## src/rtl/mtsc_defs.svh

```systemverilog
// Offsets, field positions, reset values and codes of the multiturn state and period block.
`ifndef MTSC_DEFS_SVH
`define MTSC_DEFS_SVH
`define MTSC_OFS_PERIOD_CFG 8'h02
`define MTSC_OFS_SCAN_CFG 8'h04
`define MTSC_OFS_STREAM_CFG 8'h05
`define MTSC_RST_CFG 8'h00
`define MTSC_POLE_LSB 0
`define MTSC_POLE_MSB 1
`define MTSC_ON_AXIS_ENABLE_BIT 2
`define MTSC_PERIOD_OUT_BIT 6
`define MTSC_POLE_ON_AXIS_ENABLE_REQ 2'h1
`define MTSC_SLAVE_ADDR 7'h61
`define MTSC_MAX_TRIES 2'h3
`define MTSC_SECTORS 11'h008
`define MTSC_PERIOD_LSBS 8
`endif

```

## src/rtl/mtsc_pkg.sv

```systemverilog
// Types shared by the multiturn state and period block.
package mtsc_pkg;
  typedef enum logic [2:0] {
    ST_POWER_ON,
    ST_ACTIVE,
    ST_BATTERY,
    ST_NO_MAGNET,
    ST_SLEEP
  } mtsc_state_type;
  typedef enum logic [2:0] {
    BOOT_IDLE,
    BOOT_LOAD,
    BOOT_RUN,
    BOOT_FAIL
  } mtsc_boot_type;
endpackage

```

## src/rtl/mtsc_core.sv

```systemverilog
// Working states, startup sequencing and period counting of the multiturn counter.
// Notes on behaviour
// - Working states ignored in parallel mode.
// - Reset or preset enters power-on, readout invalid.
// - Active state tracks fast, readout valid.
// - Battery state tracks, no readout.
// - Low field enters no-magnet, slow, error.
// - Sleep on command stops tracking, error.
// - Invalid readout returns all ones outside parallel mode.
// - Register access whenever main supply is on.
// - Startup begins on battery; failure drives error.
// - Serial preset triggers configuration load.
// - Good load runs configured mode while battery.
// - Three failed loads stop and flag error.
// - Readout served by one interface only.
// - Slave-mode preset routes readout, skips load.
// - Slave answers fixed seven-bit address.
// - Parallel preset requests position then idles.
// - Pole-width field selects scanning mode.
// - Period code plus one per revolution.
// - Eight sync sectors spread over revolution.
// - Period output takes eight LSBs, 32-bit counter.
// - On-axis bit needs pole-width code one.
`timescale 1ns/1ns
`include "mtsc_defs.svh"
module mtsc_core #(
  parameter int MT_WIDTH = 40
) (
  input wire logic i_clock,
  input wire logic i_nrst,
  input wire logic i_main_supply,
  input wire logic i_battery_ok,
  input wire logic i_low_field,
  input wire logic i_preset,
  input wire logic i_parallel_mode,
  input wire logic i_slave_mode,
  input wire logic i_sleep_cmd,
  input wire logic i_clear_status_cmd,
  input wire logic i_battery_fault,
  input wire logic i_period_tick,
  input wire logic i_dir_down,
  input wire logic i_cfg_load_done,
  input wire logic i_cfg_load_ok,
  input wire logic i_reg_wr,
  input wire logic [7:0] i_reg_addr,
  input wire logic [7:0] i_reg_wdata,
  input wire logic [6:0] i_twi_addr,
  input wire logic i_twi_addr_valid,
  output logic [7:0] o_reg_rdata,
  output logic o_cfg_load_start,
  output logic o_error_out_n,
  output logic o_track_en,
  output logic o_track_fast,
  output logic o_readout_valid,
  output logic o_readout_on_twi,
  output logic o_twi_ack,
  output logic [MT_WIDTH-1:0] o_position,
  output logic [4:0] o_state_flags,
  output logic [2:0] o_sync_bits,
  output logic [1:0] o_pole_width_select,
  output logic o_on_axis_enable,
  output logic o_cfg_conflict,
  output logic o_par_idle
);
  // Pins from the outside world are synchronised; the first stage is read by nothing else.
  logic [6:0] sync1_r;
  logic [6:0] sync2_r;
  logic main_s, batt_s, low_s, pre_s, par_s, slv_s, bfault_s;
  always_ff @(posedge i_clock or negedge i_nrst) begin
    if (!i_nrst) begin
      sync1_r <= 7'h00;
      sync2_r <= 7'h00;
    end else begin
      sync1_r <= {i_main_supply, i_battery_ok, i_low_field, i_preset, i_parallel_mode,
                  i_slave_mode, i_battery_fault};
      sync2_r <= sync1_r;
    end
  end
  assign {main_s, batt_s, low_s, pre_s, par_s, slv_s, bfault_s} = sync2_r;

  logic pre_d_r;
  logic pre_rise;
  always_ff @(posedge i_clock or negedge i_nrst) begin
    if (!i_nrst) pre_d_r <= 1'b0;
    else pre_d_r <= pre_s;
  end
  assign pre_rise = pre_s & ~pre_d_r;

  // Configuration registers; the scan and period fields steer tracking and counting.
  logic [7:0] period_count_config_r;
  logic [7:0] scan_mode_config_r;
  logic [7:0] stream_output_config_r;
  always_ff @(posedge i_clock or negedge i_nrst) begin
    if (!i_nrst) begin
      period_count_config_r <= `MTSC_RST_CFG;
      scan_mode_config_r <= `MTSC_RST_CFG;
      stream_output_config_r <= `MTSC_RST_CFG;
    end else if (i_reg_wr && main_s) begin
      case (i_reg_addr)
        `MTSC_OFS_PERIOD_CFG: period_count_config_r <= i_reg_wdata;
        `MTSC_OFS_SCAN_CFG: scan_mode_config_r <= i_reg_wdata;
        `MTSC_OFS_STREAM_CFG: stream_output_config_r <= i_reg_wdata;
        default: ;
      endcase
    end
  end

  // Startup: a preset starts a load unless slave mode takes over; three tries at most.
  mtsc_pkg::mtsc_boot_type boot_r;
  logic [1:0] tries_r;
  logic twi_route_r;
  logic boot_fail;
  always_ff @(posedge i_clock or negedge i_nrst) begin
    if (!i_nrst) begin
      boot_r <= mtsc_pkg::BOOT_IDLE;
      tries_r <= 2'h0;
      twi_route_r <= 1'b0;
    end else if (pre_rise && slv_s) begin
      boot_r <= mtsc_pkg::BOOT_RUN;
      twi_route_r <= 1'b1;
    end else if (pre_rise && batt_s && main_s) begin
      boot_r <= mtsc_pkg::BOOT_LOAD;
      tries_r <= 2'h0;
      twi_route_r <= 1'b0;
    end else begin
      case (boot_r)
        mtsc_pkg::BOOT_IDLE: ;
        mtsc_pkg::BOOT_LOAD: begin
          if (i_cfg_load_done) begin
            if (i_cfg_load_ok) boot_r <= mtsc_pkg::BOOT_RUN;
            else if (tries_r == `MTSC_MAX_TRIES - 2'h1) boot_r <= mtsc_pkg::BOOT_FAIL;
            else tries_r <= tries_r + 2'h1;
          end
        end
        mtsc_pkg::BOOT_RUN: if (!batt_s) boot_r <= mtsc_pkg::BOOT_IDLE;
        mtsc_pkg::BOOT_FAIL: ;
        default: boot_r <= mtsc_pkg::BOOT_IDLE;
      endcase
    end
  end
  assign boot_fail = (boot_r == mtsc_pkg::BOOT_FAIL);

  // Load start is a pulse on entry to each attempt, so the memory master restarts cleanly.
  logic loading_d_r;
  logic [1:0] tries_d_r;
  always_ff @(posedge i_clock or negedge i_nrst) begin
    if (!i_nrst) begin
      loading_d_r <= 1'b0;
      tries_d_r <= 2'h0;
      o_cfg_load_start <= 1'b0;
    end else begin
      loading_d_r <= (boot_r == mtsc_pkg::BOOT_LOAD);
      tries_d_r <= tries_r;
      o_cfg_load_start <= (boot_r == mtsc_pkg::BOOT_LOAD) &&
                          (!loading_d_r || tries_d_r != tries_r);
    end
  end

  // Battery error stays until the controller clears it; a new fault wins over the clear.
  logic bat_err_r;
  always_ff @(posedge i_clock or negedge i_nrst) begin
    if (!i_nrst) bat_err_r <= 1'b0;
    else if (bfault_s) bat_err_r <= 1'b1;
    else if (i_clear_status_cmd) bat_err_r <= 1'b0;
  end

  // Working state machine; frozen in parallel mode where it does not apply.
  mtsc_pkg::mtsc_state_type state_r;
  always_ff @(posedge i_clock or negedge i_nrst) begin
    if (!i_nrst) begin
      state_r <= mtsc_pkg::ST_POWER_ON;
    end else if (par_s) begin
      state_r <= state_r;
    end else if (pre_rise) begin
      state_r <= mtsc_pkg::ST_POWER_ON;
    end else if (i_sleep_cmd) begin
      state_r <= mtsc_pkg::ST_SLEEP;
    end else begin
      case (state_r)
        mtsc_pkg::ST_POWER_ON, mtsc_pkg::ST_ACTIVE, mtsc_pkg::ST_BATTERY,
        mtsc_pkg::ST_NO_MAGNET: begin
          if (state_r == mtsc_pkg::ST_POWER_ON && boot_r != mtsc_pkg::BOOT_RUN)
            state_r <= mtsc_pkg::ST_POWER_ON;
          else if (low_s) state_r <= mtsc_pkg::ST_NO_MAGNET;
          else if (main_s) state_r <= mtsc_pkg::ST_ACTIVE;
          else state_r <= mtsc_pkg::ST_BATTERY;
        end
        mtsc_pkg::ST_SLEEP: ;
        default: state_r <= mtsc_pkg::ST_POWER_ON;
      endcase
    end
  end

  // Tracking and readout qualities by state; error only while main supply is present.
  logic readout_ok;
  logic state_err;
  always_comb begin
    readout_ok = 1'b0;
    state_err = 1'b0;
    case (state_r)
      mtsc_pkg::ST_ACTIVE: readout_ok = 1'b1;
      mtsc_pkg::ST_NO_MAGNET: begin
        readout_ok = main_s;
        state_err = main_s;
      end
      mtsc_pkg::ST_BATTERY: readout_ok = 1'b0;
      default: state_err = main_s;
    endcase
  end

  always_ff @(posedge i_clock or negedge i_nrst) begin
    if (!i_nrst) begin
      o_track_en <= 1'b0;
      o_track_fast <= 1'b0;
      o_readout_valid <= 1'b0;
      o_error_out_n <= 1'b1;
      o_state_flags <= 5'h00;
    end else begin
      o_track_en <= par_s || (state_r == mtsc_pkg::ST_ACTIVE) ||
                    (state_r == mtsc_pkg::ST_BATTERY) || (state_r == mtsc_pkg::ST_NO_MAGNET);
      o_track_fast <= (state_r == mtsc_pkg::ST_ACTIVE) || (state_r == mtsc_pkg::ST_BATTERY);
      o_readout_valid <= readout_ok;
      o_error_out_n <= ~(boot_fail || bat_err_r || (state_err && !par_s));
      o_state_flags <= {state_r == mtsc_pkg::ST_SLEEP, state_r == mtsc_pkg::ST_NO_MAGNET,
                        state_r == mtsc_pkg::ST_ACTIVE, state_r == mtsc_pkg::ST_POWER_ON,
                        state_r == mtsc_pkg::ST_BATTERY};
    end
  end

  // Period within revolution, revolution counter and even sector mapping.
  logic [7:0] period_r;
  logic [MT_WIDTH-1:0] turns_r;
  logic period_mode;
  logic [10:0] sector_prod;
  logic [8:0] ppr;
  assign ppr = {1'b0, period_count_config_r} + 9'h001;
  assign period_mode = stream_output_config_r[`MTSC_PERIOD_OUT_BIT] &&
                       (period_count_config_r != 8'h00);
  always_ff @(posedge i_clock or negedge i_nrst) begin
    if (!i_nrst) begin
      period_r <= 8'h00;
      turns_r <= '0;
    end else if (i_period_tick && o_track_en) begin
      if (!i_dir_down) begin
        if (period_r == period_count_config_r) begin
          period_r <= 8'h00;
          turns_r <= turns_r + 1'b1;
        end else period_r <= period_r + 8'h01;
      end else begin
        if (period_r == 8'h00) begin
          period_r <= period_count_config_r;
          turns_r <= turns_r - 1'b1;
        end else period_r <= period_r - 8'h01;
      end
    end
  end
  // Multiplying before dividing keeps the sectors even for odd period counts.
  assign sector_prod = 11'(({3'h0, period_r} * `MTSC_SECTORS) / {2'h0, ppr});

  // Readout word: all ones when invalid outside parallel mode; period in the low byte in period mode.
  logic [MT_WIDTH-1:0] pos_word;
  always_comb begin
    if (period_mode)
      pos_word = {turns_r[MT_WIDTH-`MTSC_PERIOD_LSBS-1:0], period_r};
    else
      pos_word = turns_r;
  end
  always_ff @(posedge i_clock or negedge i_nrst) begin
    if (!i_nrst) begin
      o_position <= '1;
      o_sync_bits <= 3'h7;
    end else if (readout_ok || par_s) begin
      o_position <= pos_word;
      o_sync_bits <= sector_prod[2:0];
    end else begin
      o_position <= '1;
      o_sync_bits <= 3'h7;
    end
  end

  // Readout port, address match, scan selection and register readback.
  always_ff @(posedge i_clock or negedge i_nrst) begin
    if (!i_nrst) begin
      o_readout_on_twi <= 1'b0;
      o_twi_ack <= 1'b0;
      o_pole_width_select <= 2'h0;
      o_on_axis_enable <= 1'b0;
      o_cfg_conflict <= 1'b0;
      o_reg_rdata <= 8'h00;
      o_par_idle <= 1'b0;
    end else begin
      o_readout_on_twi <= twi_route_r;
      o_twi_ack <= slv_s && i_twi_addr_valid && (i_twi_addr == `MTSC_SLAVE_ADDR) && main_s;
      o_pole_width_select <= scan_mode_config_r[`MTSC_POLE_MSB:`MTSC_POLE_LSB];
      o_on_axis_enable <= scan_mode_config_r[`MTSC_ON_AXIS_ENABLE_BIT];
      o_cfg_conflict <= scan_mode_config_r[`MTSC_ON_AXIS_ENABLE_BIT] &&
        (scan_mode_config_r[`MTSC_POLE_MSB:`MTSC_POLE_LSB] != `MTSC_POLE_ON_AXIS_ENABLE_REQ);
      // Parallel mode: a preset starts one conversion, then the block idles.
      o_par_idle <= par_s && !pre_s;
      case (i_reg_addr)
        `MTSC_OFS_PERIOD_CFG: o_reg_rdata <= period_count_config_r;
        `MTSC_OFS_SCAN_CFG: o_reg_rdata <= scan_mode_config_r;
        `MTSC_OFS_STREAM_CFG: o_reg_rdata <= stream_output_config_r;
        default: o_reg_rdata <= 8'h00;
      endcase
    end
  end
endmodule // mtsc_core

```

## config.mk

```make
export PLATFORM = sky130hd
export DESIGN_NAME = mtsc_core
export DESIGN_NICKNAME = d
export VERILOG_FILES = /design/src/rtl/mtsc_pkg.sv /design/src/rtl/mtsc_core.sv
export VERILOG_INCLUDE_DIRS = /design/src /design/src/rtl
export SDC_FILE = /design/constraint.sdc
export NUM_CORES = 1
export LEC_CHECK = 0
export BUFFER_PORTS_ARGS = -buffer_cell sky130_fd_sc_hd__buf_4
export CAP_MARGIN = 20
export CORE_MARGIN = 4
export CORE_UTILIZATION = 42
export CTS_CLUSTER_DIAMETER = 50
export DETAILED_ROUTE_END_ITERATION = 12
export PLACE_DENSITY_LB_ADDON = 0.12
export SLEW_MARGIN = 5
export SYNTH_ARGS = -nofsm -noshare
export SYNTH_HDL_FRONTEND = slang
export SYNTH_SLANG_ARGS = --single-unit
export TNS_END_PERCENT = 1
```

## constraint.sdc

```tcl
create_clock -name i_clock -period 18.5 [get_ports i_clock]
set_input_delay 0.925 -clock i_clock [delete_from_list [all_inputs] [get_ports i_clock]]
set_output_delay 0.925 -clock i_clock [all_outputs]
set_load 0.005 [all_outputs]
```

==> impl_metrics.csv <==
group,metric,value,unit
status,run_status,"finished, final reports clean",
final_layout,nFillCells,2719,
setup_path,slowest_delay,580,ps
timing,setup-tns-final,0,ps
global_routing,grt_pass1_wl,49.5,mm
setup_path,cp.required,18840,ps
timing,fin_crit_sh,91.8,%
setup_path,critPathTopFamily,"compound AO/OA/AOI/OAI gates",
drt,wl_per_cell,16.7,um
final_layout,multi_input_area,7190,um2
final_layout,seq_area,4240,um2
floorplan,die_x,176,um
clock_network,htreeDepth,4,
drt,drt_wl_total,30.2,mm
global_routing,grt.total_usage,19.5,%
placed_design,place_congestion,0.863,
clock_network,cts_num_sinks,167,
floorplan,io_pins,108,
timing,grt_setup_unrepaired,"false",
floorplan,dieArea,30900,um2
placed_design,port_buffers,107,
synth,syn-num-nets,1475,
setup_path,cp-startpoint,"period_count_config_r[7]",
setup_path,timing.critical_path.mode_cell,"ha_1",
setup_path,reg2reg_slack,1510,ps
timing,hold_violations,0,
synth,post-synth-top-count-cell,"nand2_1",
global_routing,grt.overflow.total,0,
drt,firstDrtPassIters,5,
final_layout,layout-drive-gt1-share,19.8,%
setup_path,cp-start-kind,"register",
setup_path,crit_slowest_cell,"dfrtp_1",
global_routing,antenna_found_initial,0,
timing,fmax,58.9,MHz
synth,synth_area_leaders,"dfrtp_1, ha_1, dfstp_2, nand2_1, o21ai_0",
final_layout,nNetsFinal,1566,
setup_path,cp_num_buf_inv,2,
clock_network,cts_buffer_depth,2,
synth,syn_area,11800,um2
final_layout,area_growth,15.6,%
setup_path,rr_startpoint,"period_count_config_r[7]",
setup_path,cp_max_fo,12,
synth,synthCells,1325,
min_path,hp-start,"sync1_r[5]",
floorplan,start_util,42.6,%
global_routing,grt_max_degree,85,
clock_network,cts_tree,"built",
timing,finClkSkew,11.2,ps
drt,drt_iter0_drc,539,
placed_design,dp_hpwl,22.1,mm
synth,yosys_most_used_dff,"dfrtp_1",
timing,slew_viol_final,0,
timing,maxSlewHeadroom,30.1,%
clock_network,worstSkewPairLatency,430,ps
floorplan,row_count,61,
synth,synthArstFlopShare,100,%
floorplan,dieHeight,176,um
drt,viasPerCell,5.48,
flow_run,drv_cap,0,
timing,post-route-min-period,16990,ps
clock_network,cts_buffers,17,
synth,yosysTopAreaCell,"dfrtp_1",
floorplan,coreArea,27800,um2
synth,ys_seq_area_share,35.8,%
drt,vias,9905,
clock_network,path_clk_slew,70,ps
synth,synth-seq-cells,167,
setup_path,arrival,17330,ps
setup_path,reg2reg_depth,71,
clock_network,cts-root-buf,"clkbuf_16",
setup_path,reg2reg_to,"o_sync_bits[0]",
global_routing,grt_pass1_vias,9544,
synth,synth_edf_count,0,
drt,antenna_left,0,
drt,drc_errors,0,
final_layout,insertedDiodeCount,0,
synth,yosysWarnings,0,
timing,setup_violations,0,
setup_path,cp.depth,71,
min_path,hp-class,"reg -> reg",
setup_path,end_kind,"register",
setup_path,crit_end,"o_sync_bits[0]",
synth,synth_common_cells,"nand2_1, dfrtp_1, o21ai_0",
synth,synth.distinct_cells,80,
synth,synth_top_area_share,26.0,%
timing,tightest_slew,1040,ps
setup_path,crit_type,"reg -> reg",
clock_network,holdBufCountCts,0,
synth,avgSynthCellArea,8.93,um2
[metrics by stage]
step / setup slack [ps] / area (um2) / hold WS [ps] / std cells / utilization (%)
6_report: 1510 / 13700 / 350 / 1807 / 49.2
3_3_place_gp: 1030 / 12900 / 333 / 1765 / 46.6
4_1_cts: 452 / 13500 / 351 / 1797 / 48.7
2_1_floorplan: 2190 / 11800 / 331 / 1325 / -
3_5_place_dp: 490 / 12900 / 335 / 1765 / 46.6
5_1_grt: 74.6 / 13700 / 358 / 1807 / 49.2
[worst register-to-register path, delay by kind of cell (launching register included)]
kind                     cells  cell delay [ps]
AND/OR/NAND/NOR             19             4150
multiplexers                 4             1370
adder cells (fa/ha/maj)     10             3070
AO/OA/AOI/OAI               36             7240
buffers and inverters        2              490
flip-flops                   1              580
[cells in the final DEF, fill, tap and decap left out, types with 9 or more instances in the layout]
cell	n
nand2_1	199
buf_4	127
dfrtp_1	118
o21ai_0	110
ha_1	108
nor2_1	67
a21oi_1	65
nand3_1	54
inv_1	47
dfstp_2	44
xor2_1	38
xnor2_1	36
a21o_1	36
mux2_2	36
nor3_1	30
o21a_1	24
mux2i_1	18
clkbuf_16	17
o211ai_1	15
nand2b_1	14
a211oi_1	12
and3_1	11
or2_2	11
or3_1	11
a31oi_1	11
nor3b_1	9
o31ai_1	9
[worst min path at each step]
| stage | depth (start not counted) | slack (ps) | endpoint |
|---|---|---|---|
| after CTS | 0 | 350 | sync2_r[2] |
| after floorplan | 0 | 330 | sync2_r[0] |
| final | 0 | 350 | sync2_r[5] |
| after detailed placement | 0 | 330 | sync2_r[2] |
| after global placement | 0 | 330 | sync2_r[3] |
| after global routing | 0 | 360 | sync2_r[5] |
[final cells by class]
class	instances	share of cell area (%)
clock buffers	19	3.24
clock inverters	13	1.15
inverters	48	1.32
multi-input cells	1053	52.6
flip-flops and latches	167	31.0
well taps	378	3.46
repair buffers	129	7.25
[layer usage]
layer	part of all wire (%)	up-vias	track usage, %
li1	-	4951	-
met1	46	4751	25.9
met2	49	165	33.6
met3	2.3	38	2.50
met4	2.2	0	5.30
met5	0	-	0
[what timing repair did]
item,4_1_cts,5_1_grt
setup endpoints to repair,0,1
resized for setup,0,12
setup buffers,0,9
[registers in the layout, indices dropped and copies added (netlist names), 5 cells and up]
register,count
period_count_config_r,8
scan_mode_config_r,8
o_position,40
sync2_r,7
o_state_flags,5
turns_r,40
o_reg_rdata,8
sync1_r,7
stream_output_config_r,8
period_r,8
[cells by family (layout without fill, tap and decap cells)]
kind of cell | after synthesis | count (layout) | synth area share (%)
AND/OR/NAND/NOR | 459 | 459 | 18.5
XOR/XNOR | 74 | 74 | 5.48
adder cells (fa/ha/maj) | 110 | 110 | 11.7
buffers and inverters | 105 | 209 | 3.77
AO/OA/AOI/OAI | 352 | 352 | 19.4
flip-flops | 167 | 167 | 35.8
multiplexers | 58 | 58 | 5.45
Power is left out: the tool's default activity adds up to more than one toggle a clock period on the data nets, which glitch-free logic cannot reach.
